--- config.mk ---
export PLATFORM = sky130hd
export DESIGN_NAME = scltg_top
export DESIGN_NICKNAME = d
export VERILOG_FILES = /design/src/scltg_pkg.sv /design/src/scltg_marker.sv /design/src/scltg_top.sv
export SDC_FILE = /design/constraint.sdc
export NUM_CORES = 1
export LEC_CHECK = 0
export BUFFER_PORTS_ARGS = -buffer_cell sky130_fd_sc_hd__clkbuf_2
export CAP_MARGIN = 0
export CORE_ASPECT_RATIO = 1.25
export CORE_UTILIZATION = 40
export CTS_CLUSTER_SIZE = 14
export DETAILED_ROUTE_END_ITERATION = 8
export SLEW_MARGIN = 20
export SYNTH_ARGS = -nofsm -noshare
export SYNTH_HDL_FRONTEND = slang
export SYNTH_SLANG_ARGS = --single-unit
--- constraint.sdc ---
create_clock -name sys_clk -period 2 [get_ports sys_clk]
set_input_delay 0.2 -clock sys_clk [delete_from_list [all_inputs] [get_ports sys_clk]]
set_output_delay 0.2 -clock sys_clk [all_outputs]
set_load 0.005 [all_outputs]
--- src/scltg_pkg.sv ---
// Constants shared by the scan-line timing generator files
package scltg_pkg;

	// Primary counter width and decoder count
	localparam int SCLTG_CNT_W = 16;
	localparam int SCLTG_NUM_DEC = 10;

	// Decoder slots, index into the mask table
	localparam int SCLTG_DEC_READ_WARM = 0;
	localparam int SCLTG_DEC_READ_COLD = 1;
	localparam int SCLTG_DEC_SUB1 = 2;
	localparam int SCLTG_DEC_SUB2 = 3;
	localparam int SCLTG_DEC_STEP = 4;
	localparam int SCLTG_DEC_POST = 5;
	localparam int SCLTG_DEC_INDEX = 6;
	localparam int SCLTG_DEC_SAMP_WARM = 7;
	localparam int SCLTG_DEC_SAMP_COLD = 8;
	localparam int SCLTG_DEC_PRECURSOR = 9;

	// Counter ones per decoder, counter bit n sits at index n-1
	localparam logic [15:0] SCLTG_DEC_MASK [0:9] = '{
		16'h04E0,
		16'h09C4,
		16'h1968,
		16'h36A8,
		16'h4480,
		16'h4F80,
		16'h57E4,
		16'h629C,
		16'h9856,
		16'hAC54
	};

	// Gating clocks taken from primary counter bits (1.17 kHz and 18.75 kHz)
	localparam int SCLTG_CAL_CLK_BIT = 7;
	localparam int SCLTG_SUB_CLK_BIT = 3;
	// Low counter bits just before the 1.17 kHz bit rises
	localparam logic [7:0] SCLTG_CAL_EDGE_PAT = 8'h7F;

	// Level-clamp gate windows in 300 kHz periods after line sync
	localparam logic [15:0] SCLTG_SPACE_GATE_TICKS = 16'h012C;
	localparam logic [15:0] SCLTG_GROUND_GATE_TICKS = 16'h0096;

	// Step calibration counter
	localparam int SCLTG_STEP_W = 3;
	localparam logic [2:0] SCLTG_STEP_FULL = 3'h7;

	// Reset values
	localparam logic [15:0] SCLTG_CNT_RST = 16'h0000;
	localparam logic [2:0] SCLTG_STEP_RST = 3'h0;

endpackage

--- src/scltg_marker.sv ---
// Half-cycle sync marker shaper driven by a counter-derived gating clock
`timescale 1ns/1ps
module scltg_marker
	import scltg_pkg::*;
(
	// Clock, reset, enable
	input wire logic sys_clk,
	input wire logic rst,
	input wire logic clk_en,
	// Trigger and gating clock level
	input wire logic trig,
	input wire logic gclk,
	// Shaped marker
	output logic pulse_r
);

	typedef enum logic [1:0] {SCLTG_MK_IDLE, SCLTG_MK_WAIT_LOW, SCLTG_MK_WAIT_HIGH,
		SCLTG_MK_HIGH} scltg_mk_t;

	scltg_mk_t state_r;
	scltg_mk_t state_nxt;
	logic pulse_nxt;

	// Waiting for a low half first gives a full-width high half every time
	always_comb begin
		state_nxt = state_r;
		pulse_nxt = pulse_r;
		case (state_r)
			SCLTG_MK_IDLE: begin
				if (trig) begin
					state_nxt = SCLTG_MK_WAIT_LOW;
				end
			end
			SCLTG_MK_WAIT_LOW: begin
				if (!gclk) begin
					state_nxt = SCLTG_MK_WAIT_HIGH;
				end
			end
			SCLTG_MK_WAIT_HIGH: begin
				if (gclk) begin
					state_nxt = SCLTG_MK_HIGH;
					pulse_nxt = 1'b1;
				end
			end
			SCLTG_MK_HIGH: begin
				if (!gclk) begin
					state_nxt = SCLTG_MK_IDLE;
					pulse_nxt = 1'b0;
				end
			end
			default: begin
				state_nxt = SCLTG_MK_IDLE;
				pulse_nxt = 1'b0;
			end
		endcase
	end

	// State registers, frozen while the enable is low
	always_ff @(posedge sys_clk or posedge rst) begin
		if (rst) begin
			state_r <= SCLTG_MK_IDLE;
			pulse_r <= 1'b0;
		end else if (clk_en) begin
			state_r <= state_nxt;
			pulse_r <= pulse_nxt;
		end
	end
endmodule // scltg_marker

--- src/scltg_top.sv ---
// Scan-line timing generator: sync, primary counter, decoders, step calibration
//
// Contract
// Line events timed from external 300 kHz
// Once-around pulse waits for next 300 kHz
// Space and ground gates from sync pulse
// Sync pulse clears the primary counter
// Sync pulse gives mirror phasing reference
// Other functions from 16-bit 300 kHz counter
// Ten decoders, listed counter bits all ones
// Read warm target at bits 11,8-6
// Read cold target at bits 12,9-7,3
// First sub-sync at bits 13,12,9,7,6,4
// Second sub-sync at bits 14,13,11,10,8,6,4
// Step calibration start at bits 15,11,8
// Post-sync at bits 15,12-8
// Half-revolution index at bits 15,13,11-6,3
// Cold sample at bits 16,13,12,7,5,3,2
// Precursor at bits 16,14,12,11,7,5,3
// Blank radiance while inserted signals present
// Gated 1.17 kHz drives 3-bit step counter
// Markers shaped to one gating half-cycle
// Decoder pulse lasts one 300 kHz period
`timescale 1ns/1ps
module scltg_top
	import scltg_pkg::*;
(
	// Clock, reset, enable
	input wire logic sys_clk,
	input wire logic rst,
	input wire logic clk_en,
	// Spacecraft clock and encoder
	input wire logic clk300_in,
	input wire logic once_around_in,
	// Pulses taken straight from the synchronized pickup
	output logic cnt_clear_r,
	output logic mirror_phase_r,
	output logic level_clamp_space_r,
	output logic level_clamp_ground_r,
	// Primary counter
	output logic [SCLTG_CNT_W-1:0] line_count_r,
	// Decoder pulses, one per slot
	output logic [SCLTG_NUM_DEC-1:0] dec_pulse_r,
	// Shaped sync markers
	output logic sub_sync1_mark,
	output logic sub_sync2_mark,
	output logic post_sync_mark,
	// Step calibration
	output logic step_gate_r,
	output logic [SCLTG_STEP_W-1:0] step_level_r,
	// Radiance blanking
	output logic blank_r
);

	// 300 kHz edge detect and pending once-around
	logic clk300_r;
	logic clk300_nxt;
	logic clk300_d_r;
	logic clk300_d_nxt;
	logic pend_r;
	logic pend_nxt;
	logic once_d_r;
	logic once_d_nxt;
	logic pickup;
	logic tick;
	logic sync;

	// Line state
	logic [SCLTG_CNT_W-1:0] cnt_nxt;
	logic [SCLTG_NUM_DEC-1:0] fired_r;
	logic [SCLTG_NUM_DEC-1:0] fired_nxt;
	logic [SCLTG_NUM_DEC-1:0] dec_nxt;
	logic [SCLTG_NUM_DEC-1:0] hit;
	logic [SCLTG_NUM_DEC-1:0] dec_trig;
	logic cnt_clear_nxt;
	logic mirror_phase_nxt;
	logic space_nxt;
	logic ground_nxt;
	logic in_line_r;
	logic in_line_nxt;

	// Step calibration state
	logic cal_tick;
	logic step_gate_nxt;
	logic [SCLTG_STEP_W-1:0] step_level_nxt;
	logic blank_nxt;

	// Edge of the 300 kHz clock, taken as one sys_clk strobe
	assign tick = clk_en & clk300_r & ~clk300_d_r;
	// Only the leading edge counts, so a wide pickup starts one line only
	assign pickup = clk_en & once_around_in & ~once_d_r;
	// A pending or arriving once-around lands on the next 300 kHz edge
	assign sync = tick & (pend_r | pickup);
	// Rising edge of the 1.17 kHz counter bit
	assign cal_tick = tick & ~sync & (line_count_r[7:0] == SCLTG_CAL_EDGE_PAT);

	// Decoders look only at the listed ones, as a wired AND would
	genvar gi;
	generate
		for (gi = 0; gi < SCLTG_NUM_DEC; gi = gi + 1) begin : g_dec
			assign hit[gi] = ((line_count_r & SCLTG_DEC_MASK[gi]) == SCLTG_DEC_MASK[gi]);
			assign dec_trig[gi] = tick & ~sync & in_line_r & hit[gi] & ~fired_r[gi];

		end
	endgenerate

	// Sync, counter and decoder next values
	always_comb begin
		clk300_nxt = clk300_in;
		clk300_d_nxt = clk300_r;
		once_d_nxt = once_around_in;
		pend_nxt = pend_r;
		cnt_nxt = line_count_r;
		fired_nxt = fired_r;
		dec_nxt = dec_pulse_r;
		cnt_clear_nxt = cnt_clear_r;
		mirror_phase_nxt = mirror_phase_r;
		space_nxt = level_clamp_space_r;
		ground_nxt = level_clamp_ground_r;
		in_line_nxt = in_line_r;
		if (pickup) begin
			pend_nxt = 1'b1;
		end
		if (sync) begin
			pend_nxt = 1'b0;
			in_line_nxt = 1'b1;
			cnt_nxt = SCLTG_CNT_RST;
			fired_nxt = '0;
			dec_nxt = '0;
			cnt_clear_nxt = 1'b1;
			mirror_phase_nxt = 1'b1;
			space_nxt = 1'b1;
			ground_nxt = 1'b1;
		end else if (tick) begin
			// Free count wraps if the encoder stops; fired flags stop repeats
			cnt_nxt = line_count_r + 16'h0001;
			cnt_clear_nxt = 1'b0;
			mirror_phase_nxt = 1'b0;
			fired_nxt = fired_r | dec_trig;
			dec_nxt = dec_trig;
			if (line_count_r >= SCLTG_SPACE_GATE_TICKS - 16'h0001) begin
				space_nxt = 1'b0;
			end
			if (line_count_r >= SCLTG_GROUND_GATE_TICKS - 16'h0001) begin
				ground_nxt = 1'b0;
			end
		end
	end

	// Sync and counter registers
	always_ff @(posedge sys_clk or posedge rst) begin
		if (rst) begin
			clk300_r <= 1'b0;
			clk300_d_r <= 1'b0;
			once_d_r <= 1'b0;
			pend_r <= 1'b0;
			line_count_r <= SCLTG_CNT_RST;
			fired_r <= '0;
			dec_pulse_r <= '0;
			cnt_clear_r <= 1'b0;
			mirror_phase_r <= 1'b0;
			level_clamp_space_r <= 1'b0;
			level_clamp_ground_r <= 1'b0;
			in_line_r <= 1'b0;
		end else if (clk_en) begin
			clk300_r <= clk300_nxt;
			clk300_d_r <= clk300_d_nxt;
			once_d_r <= once_d_nxt;
			pend_r <= pend_nxt;
			line_count_r <= cnt_nxt;
			fired_r <= fired_nxt;
			dec_pulse_r <= dec_nxt;
			cnt_clear_r <= cnt_clear_nxt;
			mirror_phase_r <= mirror_phase_nxt;
			level_clamp_space_r <= space_nxt;
			level_clamp_ground_r <= ground_nxt;
			in_line_r <= in_line_nxt;
		end
	end

	// Step calibration and blanking next values
	always_comb begin
		step_gate_nxt = step_gate_r;
		step_level_nxt = step_level_r;
		if (step_gate_r && cal_tick) begin
			step_level_nxt = step_level_r + 3'h1;
			if (step_level_r == SCLTG_STEP_FULL) begin
				step_gate_nxt = 1'b0;
			end
		end
		// Start wins over the end of an earlier sequence
		if (dec_trig[SCLTG_DEC_STEP]) begin
			step_gate_nxt = 1'b1;
			step_level_nxt = SCLTG_STEP_RST;
		end
		// The gate also steers the mux, so the wrap back to step 0 never shows
		blank_nxt = step_gate_r | cnt_clear_r | sub_sync1_mark | sub_sync2_mark
			| post_sync_mark | dec_pulse_r[SCLTG_DEC_READ_WARM]
			| dec_pulse_r[SCLTG_DEC_READ_COLD];
	end

	// Step calibration and blanking registers
	always_ff @(posedge sys_clk or posedge rst) begin
		if (rst) begin
			step_gate_r <= 1'b0;
			step_level_r <= SCLTG_STEP_RST;
			blank_r <= 1'b0;
		end else if (clk_en) begin
			step_gate_r <= step_gate_nxt;
			step_level_r <= step_level_nxt;
			blank_r <= blank_nxt;
		end
	end

	// Sub-sync markers on the 18.75 kHz bit, post-sync on the 1.17 kHz bit
	scltg_marker u_sub1 (
		.sys_clk(sys_clk),
		.rst(rst),
		.clk_en(clk_en),
		.trig(dec_trig[SCLTG_DEC_SUB1]),
		.gclk(line_count_r[SCLTG_SUB_CLK_BIT]),
		.pulse_r(sub_sync1_mark)
	);

	scltg_marker u_sub2 (
		.sys_clk(sys_clk),
		.rst(rst),
		.clk_en(clk_en),
		.trig(dec_trig[SCLTG_DEC_SUB2]),
		.gclk(line_count_r[SCLTG_SUB_CLK_BIT]),
		.pulse_r(sub_sync2_mark)
	);

	scltg_marker u_post (
		.sys_clk(sys_clk),
		.rst(rst),
		.clk_en(clk_en),
		.trig(dec_trig[SCLTG_DEC_POST]),
		.gclk(line_count_r[SCLTG_CAL_CLK_BIT]),
		.pulse_r(post_sync_mark)
	);
endmodule // scltg_top
==> impl_metrics.toml, run 1 <==
[cells_and_area]
post-route-cell-area_um2 = 4055
final_nets = 459
area_delta_synth_final_pct = 22.07
drive_above_1_share_pct = 24.43
num_antenna_cells = 0

[logic_synthesis]
yosysMostFrequentCell = "dfrtp_1"
yosysTopAreaCell = "dfrtp_1"
synth_top_flop_cell = "dfrtp_1"
avgSynthCellArea_um2 = 9.027
synth_nets = 393
syn_area_um2 = 3322
yosysWarnings = 0
ys_seq_area_share_pct = 43.69
synth_common_cells = "58 x dfrtp_1, 41 x nand2_1, 30 x nor2_1, 24 x inv_1, 23 x o21ai_0"
yosys.area.top_type_share_pct = 43.69
synth_edf_count = 0
synth_area_leaders = "dfrtp_1 44%, ha_1 7.5%, nand2_1 4.6%"
ys_ff_latch = 58
async_flop_share_pct = 100.0
synth_cells = 368
synth.distinct_cells = 46

[worst_setup_path]
cp.arrival_ns = 2.19
critPathCaptureType = "flop"
r2r_cells = 4
r2r-start = "clk300_d_r$_DFFE_PP0P_"
path_max_fanout = 5
r2r_end = "line_count_r[15]$_DFFE_PP0P_"
ff2ff_setup_slack_ns = 0.08
slowest_delay_ns = 0.56
crit_path_start_kind = "flop"
slowest_stage = "or4_4"
crit_top_cell = "or4_4"
cp_cell_sequence = "nand3b_2, or4_4, or4_4, a21oi_2"
critPathKind = "reg -> reg"
cp.required_ns = 2.27
startpoint = "clk300_d_r$_DFFE_PP0P_"

[min_path]
min_path_cells = 2
hp-start = "clk300_in"
holdCritPathClass = "in -> reg"
min_to = "clk300_d_nxt$_DFFE_PP0P_"

[sta]
rsz0062_at_grt = "false"
period_needed_ns = 1.917
slew-limit-headroom_pct = 63.81
setup_viol = 0
timing.fmax_mhz = 521.8
finClkSkew_ns = 0.006318
finalCritPeriodShare_pct = 95.83
hold_viol = 0
maxSlewViolCount = 0
fin_setup_tns_ns = 0
worst_slew_pin_slew_ns = 0.5372

[pwr]
pwr-share-seq_pct = 42.5
switchingPower_uw = 1007
swShare_pct = 30.66
p_int_uw = 2277
combPwrFrac_pct = 23.0
vdd_drop_max_mv = 0.4412
clockPowerShare_pct = 34.4
power.total_uw = 3284
cellLeakagePower_uw = 0.001900
powerDensity_nw_per_um2 = 809.8

[place]
dpl.hpwl_um = 6321
place.gp.congestion = 0.9051
io_buffers = 42
placed_area_um2 = 3815

[die]
die_w_um = 83.51
design.portCount = 43
die_h_um = 103.9
core_um2 = 7928
start_util_pct = 41.90
rows = 36
dieArea_um2 = 8675

[route]
routed_wl_um = 8633
routedWlPerCell_um = 16.20
drt_first_pass_iters = 4
vias = 2964
vias_per_cell = 5.561
postRouteAntennaNets = 0
drtIter0Drc = 139
drc_errors = 0

[clock_network]
path_clk_slew_ns = 0.07
cts_tree = "built"
clock-sinks = 58
clk_latency_ns = 0.34
cts_inserted_buffers = 9
cts_buffer_depth = 2
cts-htree-levels = 3
cts-root-buf = "clkbuf_8"

[global_routing]
grt_overflow = 0
grt_pass1_vias = 2912
track_usage_pct = 21.41
grt_pass1_wl_um = 14640
antenna_found_initial = 0
grt_start_max_net_pins = 59

[job]
cap_violations = 0

[outcome]
status = "finished, final reports clean"
==> placed cells by master (no fill, tap or decap), types with 5 or more instances in the layout <==
cell       n
dfrtp_1   58
clkbuf_2  42
nand2_1   41
buf_4     32
nor2_1    30
inv_1     23
o21ai_0   22
ha_1      20
nand3_1   17
nand4_1   14
a21oi_1   13
clkbuf_8  12
nor3_1     9
o21a_1     7
nor3b_1    6
nor4_1     6
mux2i_1    5
a21o_1     5
a31oi_1    5
mux2_2     5
or3_1      5
or4_1      5
==> cell families (layout without fill, tap and decap cells) <==
group                      Yosys count  in the layout  share of synthesized area (%)
adders and majority gates           20             20                          7.533
DFF                                 58             58                          43.69
buffers and inverters               46            116                          5.763
xor gates and xnor gates             6              6                          1.582
muxes                               10             10                          3.201
and+or+nand+nor                    158            158                          25.12
AOI/OAI and AO/OA                   70             70                          13.11
==> sequential cells by signal, indices dropped and copies added (netlist names), 2 cells and up <==
signal          flops
step_level_r        3
dec_pulse_r        10
fired_r            10
u_sub1.state_r      2
u_sub2.state_r      2
line_count_r       16
u_post.state_r      2
==> power by group through the flow <==
| stage | Clock [uW] | Sequential [uW] | Combinational (uW) |
|---|---|---|---|
| after floorplan | 0 | 1400 | 498 |
| after global placement | 0 | 1410 | 730 |
| after detailed placement | 0 | 1420 | 753 |
| after CTS | 1160 | 1390 | 757 |
| after global routing | 1210 | 1420 | 856 |
| final | 1130 | 1400 | 757 |
==> stage by stage <==
step                      util (%)  hold slack [ns]  instances  setup WS, ns
final                        51.15           0.1217        533       0.08347
after global routing         51.15           0.1165        533      0.001811
after CTS                    50.82           0.1140        531       0.08265
after detailed placement     48.12           0.2726        515       0.08998
after global placement       48.12           0.2670        515        0.1135
after floorplan                  -           0.3517        368        0.1264
==> repair_timing <==
action                                  4_1_cts  5_1_grt
resized for setup                             0        4
endpoints found under the setup margin        0        5
hold buffers                                  1        0
setup buffers                                 0        2
hold endpoints to repair                     58        0
==> per-layer routing <==
metal	part of all wire [%]	vias up	track usage, %
met4	1.7	0	7.627
met3	3.6	10	3.968
li1	-	1427	-
met5	0	-	0
met1	42	1466	26.29
met2	53	61	37.47
==> how the worst max path moves through the flow <==
stage / slack (ns) / endpoint / depth (start not counted)
2_1_floorplan: 0.13 / line_count_r[15]$_DFFE_PP0P_ / 4
3_3_place_gp: 0.11 / line_count_r[15]$_DFFE_PP0P_ / 4
3_5_place_dp: 0.09 / line_count_r[15]$_DFFE_PP0P_ / 4
4_1_cts: 0.08 / line_count_r[15]$_DFFE_PP0P_ / 4
5_1_grt: 0.002 / line_count_r[15]$_DFFE_PP0P_ / 4
6_report: 0.08 / line_count_r[15]$_DFFE_PP0P_ / 4
==> critical path, delay by kind of cell, from the launching register on <==
family | cells | cell delay [ns]
AO/OA/AOI/OAI | 1 | 0.14
flip-flops | 1 | 0.40
AND/OR/NAND/NOR | 3 | 1.30
==> layout make-up <==
cell class	instances	area, um^2
tap	95	118.9
clock buffer	13	168.9
sequential	58	1451
timing repair buffer	77	500.5
fill	755	3872
inverter	24	90.09
clock inverter	2	35.03
multi-input combinational	264	1690
Note: power is estimated with default switching activity, not from simulation.
==> inputs of run 2 (changes only) <==
--- a/config.mk
+++ b/config.mk
@@ -14,4 +14,5 @@
 export SLEW_MARGIN = 20
 export SYNTH_ARGS = -nofsm -noshare
 export SYNTH_HDL_FRONTEND = slang
+export SYNTH_HIERARCHICAL = 1
 export SYNTH_SLANG_ARGS = --single-unit
==> impl_metrics.toml, run 2 <==
[die]
rows = 35
die_h_um = 101.2
design.portCount = 43
start_util_pct = 42.04
dieArea_um2 = 8231
core_um2 = 7488
die_w_um = 81.35

[place]
place.gp.congestion = 0.8705
io_buffers = 42
dpl.hpwl_um = 6109
post-place-ws_ns = 0.09751
dp.cells = 475

[clock_network]
cts_setup_buffers = 0
cts_buffer_depth = 2
cts_tree = "built"
cts-htree-levels = 3
clk_latency_ns = 0.33
path_clk_slew_ns = 0.06
clock-sinks = 58
cts-root-buf = "clkbuf_8"
cts_inserted_buffers = 9

[worst_setup_path]
slowest_delay_ns = 0.42
crit_path_start_kind = "flop"
critPathKind = "reg -> reg"
cp_cell_sequence = "nand3b_4, or3_1, nor4_4, o2111ai_2, mux2_4"
critPathTopFamily = "simple AND/OR/NAND/NOR gates"
critPathCaptureType = "flop"
cp.arrival_ns = 2.12
path_buf_inv = 0
cp.required_ns = 2.22
ff2ff_setup_slack_ns = 0.1
path_max_fanout = 4
slowest_stage = "or3_1"

[sta]
finalCritPeriodShare_pct = 95.24
maxSlewViolCount = 0
setup_slack_ns = 0.09510
rsz0062_at_grt = "false"
setup_viol = 0
slew-limit-headroom_pct = 67.90
fin_hold_ws_ns = 0.1186
worst_slew_pin_slew_ns = 0.4815
fin_setup_tns_ns = 0
timing.fmax_mhz = 525.0
finClkSkew_ns = 0.004490
period_needed_ns = 1.905
hold_viol = 0

[pwr]
combPwrFrac_pct = 31.9
vdd_drop_max_mv = 0.5925
power.total_uw = 3784
swShare_pct = 33.60
switchingPower_uw = 1272
powerDensity_nw_per_um2 = 980.0
clockPowerShare_pct = 27.1
p_int_uw = 2513
pwr-share-seq_pct = 41.0
cellLeakagePower_uw = 0.001926

[route]
postRouteAntennaNets = 0
drt_first_pass_iters = 4
drtIter0Drc = 104
vias = 2675
vias_per_cell = 5.448
drc_errors = 0
routedWlPerCell_um = 16.46
routed_wl_um = 8083

[logic_synthesis]
ys_seq_area_share_pct = 46.10
syn_area_um2 = 3148
synth_nets = 346
async_flop_share_pct = 100.0
ys_ff_latch = 58
synth.distinct_cells = 43
yosys.area.top_type_share_pct = 46.10
synth_cells = 324
yosysMostFrequentCell = "dfrtp_1"
synth_common_cells = "58 x dfrtp_1, 27 x inv_1, 24 x nand2_1, 21 x nor2_1, 19 x o21ai_0"
avgSynthCellArea_um2 = 9.716
synth_top_flop_cell = "dfrtp_1"
yosysWarnings = 6
synth_area_leaders = "dfrtp_1 46%, ha_1 6.8%, inv_1 3.2%"
yosysTopAreaCell = "dfrtp_1"
synth_edf_count = 0

[global_routing]
grt_start_max_net_pins = 18
track_usage_pct = 21.48
grt_overflow = 0
antenna_found_initial = 0
grt_pass1_vias = 2545
grt_pass1_wl_um = 13050

[min_path]
holdCritPathClass = "in -> reg"

[job]
cap_violations = 0

[cells_and_area]
drive_above_1_share_pct = 28.82
area_delta_synth_final_pct = 22.65
final_common_cell = "dfrtp_1"
final_nets = 417
mostFrequentLayoutCells = "58 x dfrtp_1, 42 x clkbuf_2, 37 x buf_4"
num_antenna_cells = 0
reg.largest.list = "line_count_r (16), dec_pulse_r (10), fired_r (10)"
largest_reg_flops = 16
regMostFlops = "line_count_r"
fin_cells = 491
final-seq-area_um2 = 1451
nFillCells = 667
multi_input_area_um2 = 1506

[outcome]
status = "finished, final reports clean"
[run 2: changes by cell type in the layout (fill, tap and decap cells not counted), moves of 5 or more]
cell,previous run,this run
nand2_1,41,24
nor2_1,30,21
buf_4,32,37
nor3b_1,6,0
[run 2: layout make-up]
cell class / count / area share (%)
timing repair buffer: 80 / 12.90
multi-input combinational: 219 / 39.01
clock buffer: 13 / 4.634
sequential: 58 / 37.59
clock inverter: 2 / 0.2592
tap: 92 / 2.981
inverter: 27 / 2.625
[run 2: final timing paths]
kind                                        startpoint                             to  cells after the start
worst min register to register  fired_r[1]$_DFFE_PP0P_     dec_pulse_r[1]$_DFFE_PP0P_                      1
worst max register to register  clk300_d_r$_DFFE_PP0P_  u_sub1/state_r[1]$_DFFE_PP0P_                      5
worst min-delay path                         clk300_in       clk300_d_nxt$_DFFE_PP0P_                      2
max in group asynchronous                          rst    line_count_r[5]$_DFFE_PP0P_                      4
worst max-delay path            clk300_d_r$_DFFE_PP0P_  u_sub1/state_r[1]$_DFFE_PP0P_                      5
min in group asynchronous                          rst     u_post/pulse_r$_DFFE_PP0P_                      3
[run 2: kinds of logic after synthesis]
logic type | count (synthesis) | synth area share, %
fa+ha+maj | 17 | 6.757
flops | 58 | 46.10
mux | 16 | 6.081
xor+xnor | 4 | 1.113
buf+inv | 47 | 6.439
simple gates | 120 | 20.83
compound gates | 62 | 12.68
[run 2: power by group through the flow]
stage	combinational (uW)	clock, uW	sequential (uW)
floorplan	798	0	1550
global route	1350	1100	1580
detailed placement	1210	0	1570
global placement	1160	0	1560
CTS	1220	1050	1550
finish	1210	1020	1550
[run 2: repair_timing]
| action | CTS | global route |
|---|---|---|
| gates resized for setup | 0 | 2 |
| endpoints found under the hold margin | 23 | 0 |
| setup endpoints to repair | 0 | 2 |
| hold buffers | 1 | 0 |
[run 2: routing by layer]
metal | part of all wire, % | vias up | global-route usage (%) | wire (um)
met2 | 50 | 85 | 34.87 | 4013
met4 | 1.5 | 0 | 8.516 | 123
li1 | - | 1287 | - | -
met5 | 0 | - | 0 | 0
met1 | 44 | 1291 | 27.67 | 3554
met3 | 4.8 | 12 | 4.505 | 392
[run 2: stage by stage]
step           utilization (%)  area [um^2]
2_1_floorplan                -         3148
3_3_place_gp             48.74         3650
3_5_place_dp             48.74         3650
4_1_cts                  51.40         3849
5_1_grt                  51.56         3861
6_report                 51.56         3861
==> inputs of run 3 (changes only) <==
--- a/config.mk
+++ b/config.mk
@@ -5,12 +5,16 @@
 export SDC_FILE = /design/constraint.sdc
 export NUM_CORES = 1
 export LEC_CHECK = 0
+export ABC_AREA = 1
 export BUFFER_PORTS_ARGS = -buffer_cell sky130_fd_sc_hd__clkbuf_2
 export CAP_MARGIN = 0
+export CELL_PAD_IN_SITES_DETAIL_PLACEMENT = 1
+export CELL_PAD_IN_SITES_GLOBAL_PLACEMENT = 1
 export CORE_ASPECT_RATIO = 1.25
-export CORE_UTILIZATION = 40
+export CORE_UTILIZATION = 38
 export CTS_CLUSTER_SIZE = 14
 export DETAILED_ROUTE_END_ITERATION = 8
+export PLACE_DENSITY_LB_ADDON = 0.1
 export SLEW_MARGIN = 20
 export SYNTH_ARGS = -nofsm -noshare
 export SYNTH_HDL_FRONTEND = slang
==> impl_metrics.toml, run 3 <==
[cells_and_area]
drive_above_1_share_pct = 17.99
reg.largest.list = "line_count_r (16), dec_pulse_r (10), fired_r (10)"
regMostFlops = "line_count_r"
largest_reg_flops = 16
num_antenna_cells = 0
final_common_cell = "nand2_1"
mostFrequentLayoutCells = "117 x nand2_1, 63 x inv_1, 58 x dfrtp_1"
final_nets = 495
area_delta_synth_final_pct = 19.72

[clock_network]
clk_latency_ns = 0.34
cts_tree = "built"
cts_buffer_depth = 2
cts_inserted_buffers = 9
path_clk_slew_ns = 0.07
clock-sinks = 58
cts-root-buf = "clkbuf_8"
cts-htree-levels = 3

[worst_setup_path]
cp.required_ns = 2.24
r2r-start = "clk300_d_nxt$_DFFE_PP0P_"
startpoint = "clk300_d_nxt$_DFFE_PP0P_"
critPathKind = "reg -> reg"
r2r_cells = 11
crit_path_start_kind = "flop"
critPathCaptureType = "flop"
cp.arrival_ns = 2.00
path_max_fanout = 10

[route]
drtIter0Drc = 91
drt_first_pass_iters = 6
routed_wl_um = 8894
vias_per_cell = 5.054
vias = 2906
postRouteAntennaNets = 0
drc_errors = 10
routedWlPerCell_um = 15.47

[logic_synthesis]
synth_nets = 437
synth_compound_area_share_pct = 5.802
ys_ff_latch = 58
synth_xor_area_share_pct = 0
synth_cells = 415
synth_top_family_by_area = "simple AND/OR/NAND/NOR gates"
synth_area_leaders = "dfrtp_1 45%, nand2_1 14%, inv_1 7.5%"
yosys.area.top_type_share_pct = 45.47
synth.distinct_cells = 25
synth-adder-area-share_pct = 6.664
synth_edf_count = 0
yosysTopAreaCell = "dfrtp_1"
syn_area_um2 = 3192
synth_common_cells = "117 x nand2_1, 64 x inv_1, 58 x dfrtp_1, 50 x nor2_1, 28 x nand3_1"
synth_top_flop_cell = "dfrtp_1"
synth-simple-area-share_pct = 32.97
synthMuxAreaShare_pct = 0
yosysMostFrequentCell = "nand2_1"
ys_seq_area_share_pct = 45.47
async_flop_share_pct = 100.0
avgSynthCellArea_um2 = 7.691
yosysWarnings = 6

[die]
rows = 37
dieArea_um2 = 8772
start_util_pct = 38.95
die_h_um = 104.5
die_w_um = 83.98
core_um2 = 8194
design.portCount = 43

[outcome]
violations = "DRC"
status = "complete, but fails checks"

[sta]
finClkSkew_ns = 0.006155
maxSlewViolCount = 0
period_needed_ns = 1.764
rsz0062_at_grt = "false"
finalCritPeriodShare_pct = 88.18
timing.fmax_mhz = 567.0
slew-limit-headroom_pct = 63.98
fin_setup_tns_ns = 0
setup_viol = 0
worst_slew_pin_slew_ns = 0.5396
hold_viol = 0

[global_routing]
grt_pass1_wl_um = 14970
grt_start_max_net_pins = 28
grt_pass1_vias = 3006
grt_overflow = 0
antenna_found_initial = 0
track_usage_pct = 22.55

[place]
io_buffers = 42
dpl.hpwl_um = 6779
place.gp.congestion = 0.7986

[pwr]
power.total_uw = 3377
swShare_pct = 30.74
switchingPower_uw = 1038
powerDensity_nw_per_um2 = 883.7
cellLeakagePower_uw = 0.002001
pwr-share-seq_pct = 42.3
combPwrFrac_pct = 18.4
clockPowerShare_pct = 39.4
vdd_drop_max_mv = 0.3386
p_int_uw = 2339

[job]
cap_violations = 0

[min_path]
holdCritPathClass = "in -> reg"
hp-start = "clk300_in"
min_path_cells = 3
==> run 3: cell count changes after synthesis, sizes merged, moves of 8 or more <==
cell	previous run	this run
mux2i	9	0
inv	27	65
clkbuf	11	1
nor2	21	58
nand2	24	118
a21o	8	0
nand3	15	34
==> run 3: per-layer routing <==
metal	track usage, %	wire [um]	share of wire (%)
met1	27.37	3966	45
met4	8.251	170	1.9
met2	38.70	4530	51
met5	0	0	0
met3	5.317	226	2.5
==> run 3: what timing repair did <==
item | CTS | global route
hold endpoints to repair | 31 | 0
gates resized for setup | 0 | 1
setup endpoints to repair | 0 | 2
hold buffers | 1 | 0
setup buffers | 0 | 0
==> run 3: layout make-up <==
type                    count  area (um^2)
clock buffers               9        123.9
clock inverters             7        117.6
fillers                  1037         4373
inverters                  65        244.0
multi-input cells         286         1455
flip-flops and latches     58         1451
well taps                  97        121.4
repair buffers             53        307.8
==> run 3: cells by family after synthesis <==
logic type      Yosys count
compound gates           36
fa+ha+maj                17
buf+inv                  71
flops                    58
simple gates            233
==> run 3: per-stage QoR <==
step,util [%],area (um^2),worst slack (ns),instances,hold slack (ns)
2_1_floorplan,-,3192,0.4204,415,-0.04636
4_1_cts,46.57,3816,0.1616,575,0.06062
3_3_place_gp,43.50,3565,0.2521,558,0.1216
3_5_place_dp,43.50,3565,0.1762,558,0.1191
5_1_grt,46.63,3821,0.02999,575,0.06975
6_report,46.63,3821,0.2363,575,0.07447
==> run 3: worst paths after layout <==
kind / slack, ns / to
max in group asynchronous: 0.97 / fired_r[3]$_DFFE_PP0P_
setup / recovery: 0.24 / u_post/state_r[1]$_DFFE_PP0P_
hold reg to reg: 0.45 / dec_pulse_r[1]$_DFFE_PP0P_
min in group asynchronous: 0.30 / u_sub1/state_r[1]$_DFFE_PP0P_
setup reg to reg: 0.24 / u_post/state_r[1]$_DFFE_PP0P_
hold / removal: 0.07 / clk300_d_nxt$_DFFE_PP0P_
==> run 3: power by group through the flow <==
| stage | clock network [uW] | registers (uW) | logic, uW |
|---|---|---|---|
| finish | 1330 | 1430 | 620 |
| floorplan | 0 | 1400 | 418 |
| global route | 1420 | 1440 | 722 |
| CTS | 1370 | 1430 | 635 |
| detailed placement | 0 | 1450 | 628 |
| global placement | 0 | 1450 | 606 |
==> run 3: worst max-delay path, stage by stage (launching register included) <==
cell	delay [ns]
dfrtp_1	0.42
nand2_2	0.12
nor2_8	0.12
nand3_4	0.10
nor2_8	0.18
nand2_1	0.12
nor3_2	0.16
nor2_1	0.07
nor2_1	0.16
nand2_1	0.09
nand2_1	0.07
nand2_1	0.05
